--- src/logic/ppl_defs.vh ---
// Constants for the passive parallel configuration loader.
// Assumes a 250 MHz core clock; times are kept in their own units.
`ifndef PPL_DEFS_VH
`define PPL_DEFS_VH

`define PPL_CLK_NS 4
`define PPL_POR_FAST_MIN_MS 4
`define PPL_POR_STD_MIN_MS 100
`define PPL_STATUS_MIN_US 268
`define PPL_INIT_OSC_MIN_US 175
`define PPL_INIT_USER_CYCLES 8576

`define PPL_CEIL_CYC(ns) (((ns) + `PPL_CLK_NS - 1) / `PPL_CLK_NS)
`define PPL_POR_FAST_CYC `PPL_CEIL_CYC(`PPL_POR_FAST_MIN_MS * 1000000)
`define PPL_POR_STD_CYC `PPL_CEIL_CYC(`PPL_POR_STD_MIN_MS * 1000000)
`define PPL_STATUS_MIN_CYC `PPL_CEIL_CYC(`PPL_STATUS_MIN_US * 1000)
`define PPL_INIT_OSC_CYC `PPL_CEIL_CYC(`PPL_INIT_OSC_MIN_US * 1000)

`define PPL_ADDR_W 4
`define PPL_REG_CTRL 4'h0
`define PPL_REG_LEN 4'h4
`define PPL_REG_STATUS 4'h8
`define PPL_REG_COUNT 4'hc

`define PPL_CTRL_W 5
`define PPL_CTRL_RST 5'h00
`define PPL_CTRL_WIDE16 0
`define PPL_CTRL_ENCRYPT 1
`define PPL_CTRL_COMPRESS 2
`define PPL_CTRL_USER_CLK 3
`define PPL_CTRL_FAST_POR 4
`define PPL_LEN_RST 32'h0000_0000

`define PPL_ST_W 7
`define PPL_STAT_RATIO_LSB 7
`define PPL_STAT_RATIO_MSB 9
`define PPL_STAT_OVERFLOW 10
`define PPL_STAT_LINE 11
`define PPL_STAT_USER 12

`define PPL_RATIO_1 3'h1
`define PPL_RATIO_2 3'h2
`define PPL_RATIO_4 3'h4

`endif

--- src/logic/ppl_loader.v ---
// Passive parallel configuration loader: device side of the load port.
// Assumes a host drives request, image clock and data pins asynchronously,
// and that status and completion lines are open-drain with pull-ups outside.
//
// Contract
// - Byte width: ratio 1, or 2 compressed
// - Word width: ratio 1, 2 encrypted, 4 compressed
// - Request low pulls both lines low quickly
// - Status low between 268 and 1506 us
// - Status released within 1506 us after request
// - External status hold postpones the load
// - Data word captured on rising image clock
// - User mode 175 to 437 us later
// - Initialization needs 8576 init clock cycles
// - Power-on delay fast or standard range
`timescale 1ns/1ps
`default_nettype none
`include "ppl_defs.vh"

module ppl_loader #(
	parameter P_CNT_W = 26,
	parameter [P_CNT_W-1:0] P_POR_FAST_CYC = `PPL_POR_FAST_CYC,
	parameter [P_CNT_W-1:0] P_POR_STD_CYC = `PPL_POR_STD_CYC,
	parameter [P_CNT_W-1:0] P_STATUS_MIN_CYC = `PPL_STATUS_MIN_CYC,
	parameter [P_CNT_W-1:0] P_INIT_OSC_CYC = `PPL_INIT_OSC_CYC,
	parameter [P_CNT_W-1:0] P_INIT_USER_CYC = `PPL_INIT_USER_CYCLES,
	parameter P_DATA_W = 16
) (
	input wire i_clock,
	input wire i_rst,
	// Register port
	input wire [`PPL_ADDR_W-1:0] i_addr,
	input wire [31:0] i_wr_data,
	input wire i_wr,
	input wire i_rd,
	output wire [31:0] o_rd_data,
	// Load pins
	input wire i_reconfig_request_n,
	input wire i_image_clock,
	input wire [P_DATA_W-1:0] i_image_data,
	input wire i_user_init_clock,
	input wire i_load_status_n,
	output wire o_load_status_n,
	output wire o_load_status_n_oe_n,
	input wire i_load_complete,
	output wire o_load_complete,
	output wire o_load_complete_oe_n,
	// Word stream to the configuration core
	output wire o_word_valid,
	input wire i_word_ready,
	output wire [P_DATA_W-1:0] o_word_data,
	output wire o_user_mode
);

	localparam [`PPL_ST_W-1:0] S_POR = 7'h01;
	localparam [`PPL_ST_W-1:0] S_HOLD = 7'h02;
	localparam [`PPL_ST_W-1:0] S_RELEASE = 7'h04;
	localparam [`PPL_ST_W-1:0] S_RECEIVE = 7'h08;
	localparam [`PPL_ST_W-1:0] S_INIT = 7'h10;
	localparam [`PPL_ST_W-1:0] S_USER = 7'h20;
	localparam [`PPL_ST_W-1:0] S_ERROR = 7'h40;
	localparam SYNC_W = P_DATA_W + 4;
	localparam [P_CNT_W-1:0] CNT_ONE = {{(P_CNT_W-1){1'b0}}, 1'b1};

	////////////////////////////////////////////////////////////////////////
	// Pin synchronisation

	wire [SYNC_W-1:0] sync_q;
	wire req_s;
	wire img_clk_s;
	wire usr_clk_s;
	wire status_s;
	wire [P_DATA_W-1:0] data_s;
	wire unused_complete;

	ppl_sync #(
		.W(SYNC_W)
	) u_sync (
		.i_clock(i_clock),
		.i_rst(i_rst),
		.i_d({i_reconfig_request_n, i_image_clock, i_user_init_clock, i_load_status_n,
			i_image_data}),
		.o_q(sync_q)
	);

	assign req_s = sync_q[SYNC_W-1];
	assign img_clk_s = sync_q[SYNC_W-2];
	assign usr_clk_s = sync_q[SYNC_W-3];
	assign status_s = sync_q[SYNC_W-4];
	assign data_s = sync_q[P_DATA_W-1:0];
	// Own completion drive is the only one on this net in practice
	assign unused_complete = i_load_complete;

	reg img_clk_d_reg;
	reg usr_clk_d_reg;
	reg [P_DATA_W-1:0] data_d_reg;
	wire img_rise;
	wire usr_rise;

	// Data sampled one core cycle before the edge is seen: setup exceeds
	// a core period, while hold may be zero at ratio one.
	always @(posedge i_clock or posedge i_rst) begin
		if (i_rst) begin
			img_clk_d_reg <= 1'b0;
			usr_clk_d_reg <= 1'b0;
			data_d_reg <= {P_DATA_W{1'b0}};
		end else begin
			img_clk_d_reg <= img_clk_s;
			usr_clk_d_reg <= usr_clk_s;
			data_d_reg <= data_s;
		end
	end

	assign img_rise = img_clk_s & ~img_clk_d_reg;
	assign usr_rise = usr_clk_s & ~usr_clk_d_reg;

	////////////////////////////////////////////////////////////////////////
	// Registers

	reg [`PPL_CTRL_W-1:0] ctrl_reg;
	reg [31:0] len_reg;
	reg [31:0] rd_data_reg;
	reg [31:0] word_cnt_reg;
	reg overflow_reg;
	reg user_mode_reg;
	reg [`PPL_ST_W-1:0] state_reg;
	reg [2:0] ratio;
	wire [31:0] status_word;

	always @(posedge i_clock or posedge i_rst) begin
		if (i_rst) begin
			ctrl_reg <= `PPL_CTRL_RST;
			len_reg <= `PPL_LEN_RST;
		end else if (i_wr) begin
			if (i_addr == `PPL_REG_CTRL)
				ctrl_reg <= i_wr_data[`PPL_CTRL_W-1:0];
			if (i_addr == `PPL_REG_LEN)
				len_reg <= i_wr_data;
		end
	end

	assign status_word = {19'h0, user_mode_reg, status_s, overflow_reg, ratio, state_reg};

	always @(posedge i_clock or posedge i_rst) begin
		if (i_rst) begin
			rd_data_reg <= 32'h0;
		end else if (i_rd) begin
			case (i_addr)
			`PPL_REG_CTRL: rd_data_reg <= {{(32-`PPL_CTRL_W){1'b0}}, ctrl_reg};
			`PPL_REG_LEN: rd_data_reg <= len_reg;
			`PPL_REG_STATUS: rd_data_reg <= status_word;
			`PPL_REG_COUNT: rd_data_reg <= word_cnt_reg;
			default: rd_data_reg <= 32'h0;
			endcase
		end else begin
			rd_data_reg <= 32'h0;
		end
	end

	assign o_rd_data = rd_data_reg;

	////////////////////////////////////////////////////////////////////////
	// Clock-to-data ratio

	always @* begin
		if (ctrl_reg[`PPL_CTRL_WIDE16]) begin
			if (ctrl_reg[`PPL_CTRL_COMPRESS])
				ratio = `PPL_RATIO_4;
			else if (ctrl_reg[`PPL_CTRL_ENCRYPT])
				ratio = `PPL_RATIO_2;
			else
				ratio = `PPL_RATIO_1;
		end else begin
			if (ctrl_reg[`PPL_CTRL_COMPRESS])
				ratio = `PPL_RATIO_2;
			else
				ratio = `PPL_RATIO_1;
		end
	end

	////////////////////////////////////////////////////////////////////////
	// Capture and buffer

	reg [2:0] phase_reg;
	wire capture;
	wire last_word;
	wire buf_ready;
	wire [P_DATA_W-1:0] cap_word;
	wire flush;

	// Only the first edge of each ratio group takes a word; the
	// remaining edges feed decryption or decompression time.
	assign capture = state_reg[3] & img_rise & (phase_reg == 3'h0);
	assign last_word = (word_cnt_reg + 32'h1) == len_reg;
	assign cap_word = ctrl_reg[`PPL_CTRL_WIDE16] ? data_d_reg :
		{{(P_DATA_W-8){1'b0}}, data_d_reg[7:0]};
	assign flush = ~req_s;

	always @(posedge i_clock or posedge i_rst) begin
		if (i_rst) begin
			phase_reg <= 3'h0;
		end else if (!state_reg[3]) begin
			phase_reg <= 3'h0;
		end else if (img_rise) begin
			if (phase_reg + 3'h1 == ratio)
				phase_reg <= 3'h0;
			else
				phase_reg <= phase_reg + 3'h1;
		end
	end

	ppl_buf #(
		.W(P_DATA_W)
	) u_buf (
		.i_clock(i_clock),
		.i_rst(i_rst),
		.i_flush(flush),
		.i_in_valid(capture),
		.o_in_ready(buf_ready),
		.i_in_data(cap_word),
		.o_out_valid(o_word_valid),
		.i_out_ready(i_word_ready),
		.o_out_data(o_word_data)
	);

	////////////////////////////////////////////////////////////////////////
	// Sequencer

	reg [`PPL_ST_W-1:0] state_next;
	reg [P_CNT_W-1:0] cnt_reg;
	reg [P_CNT_W-1:0] cnt_next;
	reg [P_CNT_W-1:0] por_target;
	reg status_oe_n_reg;
	reg complete_oe_n_reg;
	reg drive_low_reg;

	always @* begin
		if (ctrl_reg[`PPL_CTRL_FAST_POR])
			por_target = P_POR_FAST_CYC;
		else
			por_target = P_POR_STD_CYC;
	end

	always @* begin
		state_next = state_reg;
		cnt_next = cnt_reg;
		case (state_reg)
		S_POR: begin
			cnt_next = cnt_reg + CNT_ONE;
			if (cnt_reg >= por_target) begin
				state_next = S_HOLD;
				cnt_next = {P_CNT_W{1'b0}};
			end
		end
		S_HOLD: begin
			if (cnt_reg < P_STATUS_MIN_CYC)
				cnt_next = cnt_reg + CNT_ONE;
			else if (req_s)
				state_next = S_RELEASE;
		end
		S_RELEASE: begin
			// Line held low outside postpones the load
			if (status_s)
				state_next = S_RECEIVE;
		end
		S_RECEIVE: begin
			if (capture && !buf_ready)
				state_next = S_ERROR;
			else if (capture && last_word) begin
				state_next = S_INIT;
				cnt_next = {P_CNT_W{1'b0}};
			end
		end
		S_INIT: begin
			if (ctrl_reg[`PPL_CTRL_USER_CLK]) begin
				if (usr_rise)
					cnt_next = cnt_reg + CNT_ONE;
				if (cnt_reg >= P_INIT_USER_CYC)
					state_next = S_USER;
			end else begin
				cnt_next = cnt_reg + CNT_ONE;
				if (cnt_reg >= P_INIT_OSC_CYC)
					state_next = S_USER;
			end
		end
		S_USER: begin
			state_next = S_USER;
		end
		S_ERROR: begin
			state_next = S_ERROR;
		end
		default: begin
			state_next = S_HOLD;
			cnt_next = {P_CNT_W{1'b0}};
		end
		endcase
		// A new request restarts from any state but power-on
		if (!req_s && !state_reg[0]) begin
			state_next = S_HOLD;
			if (!state_reg[1])
				cnt_next = {P_CNT_W{1'b0}};
		end
	end

	always @(posedge i_clock or posedge i_rst) begin
		if (i_rst) begin
			state_reg <= S_POR;
			cnt_reg <= {P_CNT_W{1'b0}};
			status_oe_n_reg <= 1'b0;
			complete_oe_n_reg <= 1'b0;
			drive_low_reg <= 1'b0;
			user_mode_reg <= 1'b0;
		end else begin
			state_reg <= state_next;
			cnt_reg <= cnt_next;
			// Status line low in power-on, hold and error
			status_oe_n_reg <= ~(state_next[0] | state_next[1] | state_next[6]);
			// Completion line low until the whole image is in
			complete_oe_n_reg <= state_next[4] | state_next[5];
			drive_low_reg <= 1'b0;
			user_mode_reg <= state_next[5];
		end
	end

	assign o_load_status_n = drive_low_reg;
	assign o_load_status_n_oe_n = status_oe_n_reg;
	assign o_load_complete = drive_low_reg;
	assign o_load_complete_oe_n = complete_oe_n_reg;
	assign o_user_mode = user_mode_reg;

	////////////////////////////////////////////////////////////////////////
	// Word count and overflow

	always @(posedge i_clock or posedge i_rst) begin
		if (i_rst) begin
			word_cnt_reg <= 32'h0;
			overflow_reg <= 1'b0;
		end else if (!req_s) begin
			word_cnt_reg <= 32'h0;
			overflow_reg <= 1'b0;
		end else if (capture) begin
			// Host cannot be stalled, so a full buffer is a load error
			if (!buf_ready)
				overflow_reg <= 1'b1;
			else
				word_cnt_reg <= word_cnt_reg + 32'h1;
		end
	end

endmodule // ppl_loader

`default_nettype wire

--- src/logic/ppl_sync.v ---
// Two-flop synchroniser for a group of pin inputs.
// Assumes each bit is a level sampled on its own; no bus coherency.
`timescale 1ns/1ps
`default_nettype none

module ppl_sync #(
	parameter W = 20
) (
	input wire i_clock,
	input wire i_rst,
	input wire [W-1:0] i_d,
	output wire [W-1:0] o_q
);

	reg [W-1:0] meta_reg;
	reg [W-1:0] sync_reg;

	always @(posedge i_clock or posedge i_rst) begin
		if (i_rst) begin
			meta_reg <= {W{1'b0}};
			sync_reg <= {W{1'b0}};
		end else begin
			meta_reg <= i_d;
			sync_reg <= meta_reg;
		end
	end

	assign o_q = sync_reg;

endmodule // ppl_sync

`default_nettype wire

--- src/logic/ppl_buf.v ---
// Two-entry buffer with valid and ready on both sides.
// Assumes one clock; outputs are registered, input ready comes straight from the second-entry valid register.
`timescale 1ns/1ps
`default_nettype none

module ppl_buf #(
	parameter W = 16
) (
	input wire i_clock,
	input wire i_rst,
	input wire i_flush,
	input wire i_in_valid,
	output wire o_in_ready,
	input wire [W-1:0] i_in_data,
	output wire o_out_valid,
	input wire i_out_ready,
	output wire [W-1:0] o_out_data
);

	reg out_valid_reg;
	reg [W-1:0] out_data_reg;
	reg skid_valid_reg;
	reg [W-1:0] skid_data_reg;
	wire push;

	assign o_in_ready = ~skid_valid_reg;
	assign push = i_in_valid & ~skid_valid_reg;

	always @(posedge i_clock or posedge i_rst) begin
		if (i_rst) begin
			out_valid_reg <= 1'b0;
			out_data_reg <= {W{1'b0}};
			skid_valid_reg <= 1'b0;
			skid_data_reg <= {W{1'b0}};
		end else if (i_flush) begin
			out_valid_reg <= 1'b0;
			skid_valid_reg <= 1'b0;
		end else if (!out_valid_reg || i_out_ready) begin
			if (skid_valid_reg) begin
				out_data_reg <= skid_data_reg;
				out_valid_reg <= 1'b1;
				skid_valid_reg <= 1'b0;
			end else begin
				out_data_reg <= i_in_data;
				out_valid_reg <= push;
			end
		end else if (push) begin
			// Output held by receiver: park word in second entry
			skid_data_reg <= i_in_data;
			skid_valid_reg <= 1'b1;
		end
	end

	assign o_out_valid = out_valid_reg;
	assign o_out_data = out_data_reg;

endmodule // ppl_buf

`default_nettype wire

--- config.mk ---
export PLATFORM = sky130hd
export DESIGN_NAME = ppl_loader
export DESIGN_NICKNAME = d
export VERILOG_FILES = /design/src/logic/ppl_loader.v /design/src/logic/ppl_sync.v /design/src/logic/ppl_buf.v
export VERILOG_INCLUDE_DIRS = /design/src /design/src/logic
export SDC_FILE = /design/constraint.sdc
export NUM_CORES = 1
export LEC_CHECK = 0
export ABC_AREA = 1
export ABC_CLOCK_PERIOD_IN_PS = 20400
export BUFFER_PORTS_ARGS = -buffer_cell sky130_fd_sc_hd__buf_4
export CORE_UTILIZATION = 45
export DETAILED_ROUTE_END_ITERATION = 12
export PLACE_DENSITY = 0.61
export SLEW_MARGIN = 10
export SYNTH_ARGS = -nofsm -noshare
export SYNTH_HDL_FRONTEND = slang
export SYNTH_SLANG_ARGS = --single-unit
--- constraint.sdc ---
create_clock -name i_clock -period 20.4 [get_ports i_clock]
set_clock_uncertainty 0.15 [all_clocks]
set_input_delay 1.02 -clock i_clock [delete_from_list [all_inputs] [get_ports i_clock]]
set_output_delay 1.02 -clock i_clock [all_outputs]
set_load 0.03 [all_outputs]
* After elaboration in Yosys (flattened, before gate mapping)
Cells that the tools add are included.
Storage, ports and cells: bits in registers 233, word-level logic and storage cells 127, input port bits 62
Cells by class: reductions and logical operators 17, bitwise gates (word level) 13, eq/ne operators 25, $lt $le $gt $ge 4, mux-type cells 44, add/sub/neg operators 3
Operator list (count):
- $mux 26 | 8
- $pmux 26 s5 | 1
- $mux 32 | 4
- $pmux 32 s4 | 1
- $mux 7 | 10
- $pmux 7 s7 | 1
- $add 32x1->32 const B | 1
- $eq 32x32->1 | 1
- $mux 16 | 2
- $add 26x1->26 const B | 1
- $ge 26x14->1 const B | 1
- $ge 26x16->1 const B | 1
- $ge 26x26->1 | 1
- $lt 26x17->1 const B | 1
- $mux 25 | 1
- $mux 3 | 5
- $ne 4x4->1 const B | 3
- $reduce_and 2->1 | 5
- $mux 1 | 9
- $eq 4x4->1 const B | 2
- $eq 7x1->1 const B | 1
- $eq 7x2->1 const B | 1
- $eq 7x3->1 const B | 1
- $eq 7x4->1 const B | 1
- other kinds (23) | 43

* Longest topological paths before layout
depth in word-level cells 12, mapped depth 20

* By module
From an unflattened synthesis, not the netlist that was laid out.
Second synthesis, totals: cell total of the unflattened synthesis 1712, area, all modules 12851.1 um^2
By module, submodules not included:
- ppl_loader | seq. area each 3955.0 um^2, instances 1, cells each 1468, area each 10203.5 um^2
- ppl_buf | seq. area each 850.8 um^2, instances 1, cells each 203, area each 1642.8 um^2
- ppl_sync | seq. area each 1001.0 um^2, instances 1, cells each 41, area each 1004.7 um^2

* Worst setup path after synthesis
OpenSTA, ideal clock, no wires.
path type input to register, from input port i_word_ready, to register u_buf.skid_data_reg[0], cell stages on the path 5, buffers on the path 1, setup time 125 ps, arrival time 2164 ps, setup slack 17961 ps, cells stage by stage inv_1 -> nand3_1 -> nor2_1 -> clkbuf_1 -> mux2_2
On the way: word-level cells in the longest chain between the ends 3
RTL lines:
- start: declaration | RTL line ppl_loader.v:50 | input wire i_word_ready,
- $logic_or 1x1->1 | RTL line ppl_buf.v:38 | end else if (!out_valid_reg || i_out_ready) begin
- $not 1->1 (no line)
- $reduce_and 3->1 (no line)
- end signal: assignment | RTL line ppl_buf.v:34 | skid_data_reg <= {W{1'b0}};
- end signal: assignment | RTL line ppl_buf.v:49 | skid_data_reg <= i_in_data;
- end: declaration | RTL line ppl_buf.v:23 | reg [W-1:0] skid_data_reg;
No other way between the ends. A chain may end at the register's enable or synchronous reset.

* Worst setup path in the final report
from register cnt_reg[20], to register cnt_reg[24]
On the way: word-level cells in the longest chain between the ends 6, elaborated cells on any way between the ends 10, those cells by class add/sub (1); order compare (2); mux (7)
RTL lines:
- start: declaration | RTL line ppl_loader.v:230 | reg [P_CNT_W-1:0] cnt_reg;
- start signal: assignment | RTL line ppl_loader.v:308 | cnt_reg <= {P_CNT_W{1'b0}};
- start signal: assignment | RTL line ppl_loader.v:315 | cnt_reg <= cnt_next;
- $add 26x1->26
- $mux 26 | RTL line ppl_loader.v:276 | if (usr_rise)
- $mux 26 | RTL line ppl_loader.v:275 | if (ctrl_reg[`PPL_CTRL_USER_CLK]) begin
- $pmux 26 s5 (*) | RTL line ppl_loader.v:247 | case (state_reg)
- $mux 26 | RTL line ppl_loader.v:300 | if (!state_reg[1])
- $mux 26 (*) | RTL line ppl_loader.v:298 | if (!req_s && !state_reg[0]) begin
- net cnt_next[24] | RTL line ppl_loader.v:231 | reg [P_CNT_W-1:0] cnt_next;
Mark *: on every way through the listed nets, which the timed path passes. The rest lies on a longest branch.

==> key figures <==
Outcome
  • Status: finished clean

STA
  • Slew @ Worst Pin: 1110 ps
  • Setup tns final: 0 ps
  • Max Slew Vio Count: 0
  • RSZ-0062 raised after global routing: false
  • FMAX: 274 MHz
  • Final Hold Violating Endpoints: 0
  • Tcrit/Tclk final: 17.9%
  • Relative slew slack: 25.9%
  • Final min period: 3650 ps
  • Final setup violation count: 0

CTS
  • CTS Hold Bufs: 0
  • Post-CTS Setup Repair Bufs: 0
  • CTS tree: yes
  • Reg clk slew, reported paths: 60 ps
  • Clock Path Buffers: 3
  • Clock tree sinks: 232
  • Post-CTS resize count: 0
  • Clock Tree Root: clkbuf_16
  • H-tree depth: 1
  • Clock Latency Late Sink: 530 ps
  • CTS Buf Count: 26

Power
  • Static Leak: 6.98 nW
  • Part of the power in the clock network: 43.7%
  • IR drop worst, VDD: 0.0527 mV
  • Reg power frac: 46.3%
  • Pwr/cell area: 76.3 nW/um^2
  • Sw frac: 25.5%
  • Int Pwr: 0.815 mW
  • Net switching power: 0.278 mW
  • Total Power: 1.09 mW
  • Logic gate share of total power: 10.0%

GRT
  • Initial antenna violation count: 0
  • Global Route met3 Usage: 2.55%
  • Global-route wire length before repair: 57.3 mm
  • Pin count of the biggest net entering global routing: 99
  • Vias in the first global route: 10900
  • Top Usage Layer GRT: met2
  • Grt ovf: 0
  • Met1 GRT Util: 32.8%
  • GRT Util Overall: 26.0%
  • Met2 usage: 45.1%

Synth
  • Most frequent cell after synthesis: nand2_1
  • Post-synthesis sequential area ratio: 47.3%
  • Number of synthesized register bits: 232
  • Largest cells by area after synthesis: dfrtp_1 (47%), nand2_1 (12%), inv_1 (6.2%)
  • Top cell type by total area after synthesis: dfrtp_1
  • Yosys warning count: 0
  • Syn Std Cell Area: 12300 sq um
  • Prevailing post-synth register cell: dfrtp_1
  • Share of flip-flops with an asynchronous set or reset: 100%
  • Top cells by count, synth: nand2_1 (401), dfrtp_1 (231), inv_1 (204), nor2_1 (175), nand3_1 (149)
  • Post-synth top area share: 47.1%
  • Post-synth EDFFs: 0
  • Mapped Cells: 1625
  • Syn Area/Cell: 7.56 sq um
  • Netlist cell types: 50

Route
  • First-pass iteration count of the detailed router: 5
  • Vias per cell: 5.45
  • Via count: 11300
  • WL per Instance: 17.3 microns
  • WL final: 36.0 mm
  • Detailed Route Iter0 Violations: 746
  • Routed Antenna Nets: 0
  • DRC violation count after routing: 0

Worst setup path
  • CP delay by family, top: buffers and inverters
  • CP cell instances: inv_1 -> nand4_1 -> nor3_1 -> nand2_1 -> inv_1 -> nand2_1 -> inv_1 -> nor2_1 -> inv_1 -> o21ai_0 -> o21ai_0 -> nand2_1 -> inv_1 -> nand3_1 -> nand2_1 -> inv_1
  • Cells on worst reg2reg path: 16
  • Critical R2R Capture: cnt_reg[24]
  • Crit. Startpoint: cnt_reg[20]
  • Crit Path Category: register to register
  • CP Capture Type: register
  • R2R Setup Slk: 16750 ps
  • Required @ worst endpoint: 20670 ps
  • Crit-path most repeated cell: inv_1
  • Crit path largest cell delay: 840 ps
  • Worst r2r src: cnt_reg[20]
  • Crit path buf inv count: 6
  • Peak fanout along the critical path: 25
  • Critical path launch point type: register
  • Worst path arrival time: 3920 ps
  • Crit-path slowest cell: inv_1

Die
  • Chip width: 167 microns
  • FP Rows: 60
  • Initial Util: 45.7%
  • Placeable Area: 26900 sq um
  • Vert. Die Dim: 167 microns
  • # IOs: 116
  • Die area: 28000 sq um

Layout
  • Design area: 14300 sq um
  • # diodes: 0
  • FILL cells: 2600
  • Area delta synth->final: 16.6%
  • Share of cells above drive strength 1: 11.4%
  • Fin nets: 1795
  • Core Util, Final: 53.3%

Place
  • Post-DP Area: 13400 sq um
  • Port-buffer cells: 112
  • HPWL Detailed: 25.4 mm
  • Routability cong.: 0.949

Min path
  • Min-Delay Path Depth: 0
  • Worst Hold Launch: u_sync.o_q[1]
  • Hold EP: data_d_reg[1]
  • Hold crit path type: register to register

Run
  • Max-Cap Viols: 0
power by group through the flow:
| stage | sequential [mW] | clock (mW) | combinational [mW] |
|---|---|---|---|
| after floorplan | 0.513 | 0 | 0.0651 |
| after global placement | 0.513 | 0 | 0.109 |
| after detailed placement | 0.513 | 0 | 0.110 |
| after CTS | 0.505 | 0.490 | 0.111 |
| after global routing | 0.509 | 0.508 | 0.124 |
| final | 0.506 | 0.477 | 0.110 |
worst register-to-register path, stage by stage, from the launching register on:
cell and delay [ps]:
dfrtp_1 440, inv_1 170, nand4_1 150, nor3_1 360
nand2_1 90, inv_1 60, nand2_1 370, inv_1 850
nor2_1 190, inv_1 200, o21ai_0 110, o21ai_0 120
nand2_1 80, inv_1 50, nand3_1 60, nand2_1 60
inv_1 40
area by class of cell:
class                      instances  area, sq um  area share (%)
inverter                         206          781            5.45
tap                              341          427            2.98
timing repair buffer             126          946            6.61
clock inverter                     5         82.6           0.577
sequential                       232         5810            40.6
multi-input combinational       1127         5480            38.3
clock buffer                      41          798            5.57
per-layer routing:
| layer | share of wire [%] | up-vias |
|---|---|---|
| li1 | - | 5491 |
| met1 | 42 | 5398 |
| met2 | 50 | 353 |
| met3 | 4.6 | 78 |
| met4 | 4.2 | 0 |
| met5 | 0 | - |
metrics by stage:
step           setup slack, ps  std cells  hold WS [ps]
6_report                 16750       2078           195
5_1_grt                  16410       2078           204
4_1_cts                  16780       2078           197
3_5_place_dp             16680       2032           185
3_3_place_gp             16690       2032           181
2_1_floorplan            12870       1626           181
logic make-up after synthesis:
group,count (synthesis),synth area share (%)
flops,232,47.3
buf+inv,267,8.26
compound gates,290,13.3
fa+ha+maj,14,1.43
simple gates,787,26.9
other cells,1,0.0305
xor+xnor,25,2.01
mux,9,0.825
placed cells by master, fill, tap and decap left out, types with 14 or more instances in the layout:
cell / count
o21ai_0: 87
nand3_1: 149
o22ai_1: 34
dfrtp_1: 231
nand4_1: 14
a21oi_1: 107
xor2_1: 21
a31oi_1: 17
nor3_1: 19
nand2_1: 400
nor2_1: 175
ha_1: 14
buf_4: 126
inv_1: 203
clkbuf_16: 27
worst max path at each step:
stage,endpoint,depth (start not counted)
detailed placement,o_rd_data[15],4
CTS,cnt_reg[24],16
finish,cnt_reg[24],16
global placement,len_reg[15],4
global route,cnt_reg[24],16
floorplan,cnt_reg[0],1
Power figures use the tool's default switching activity.
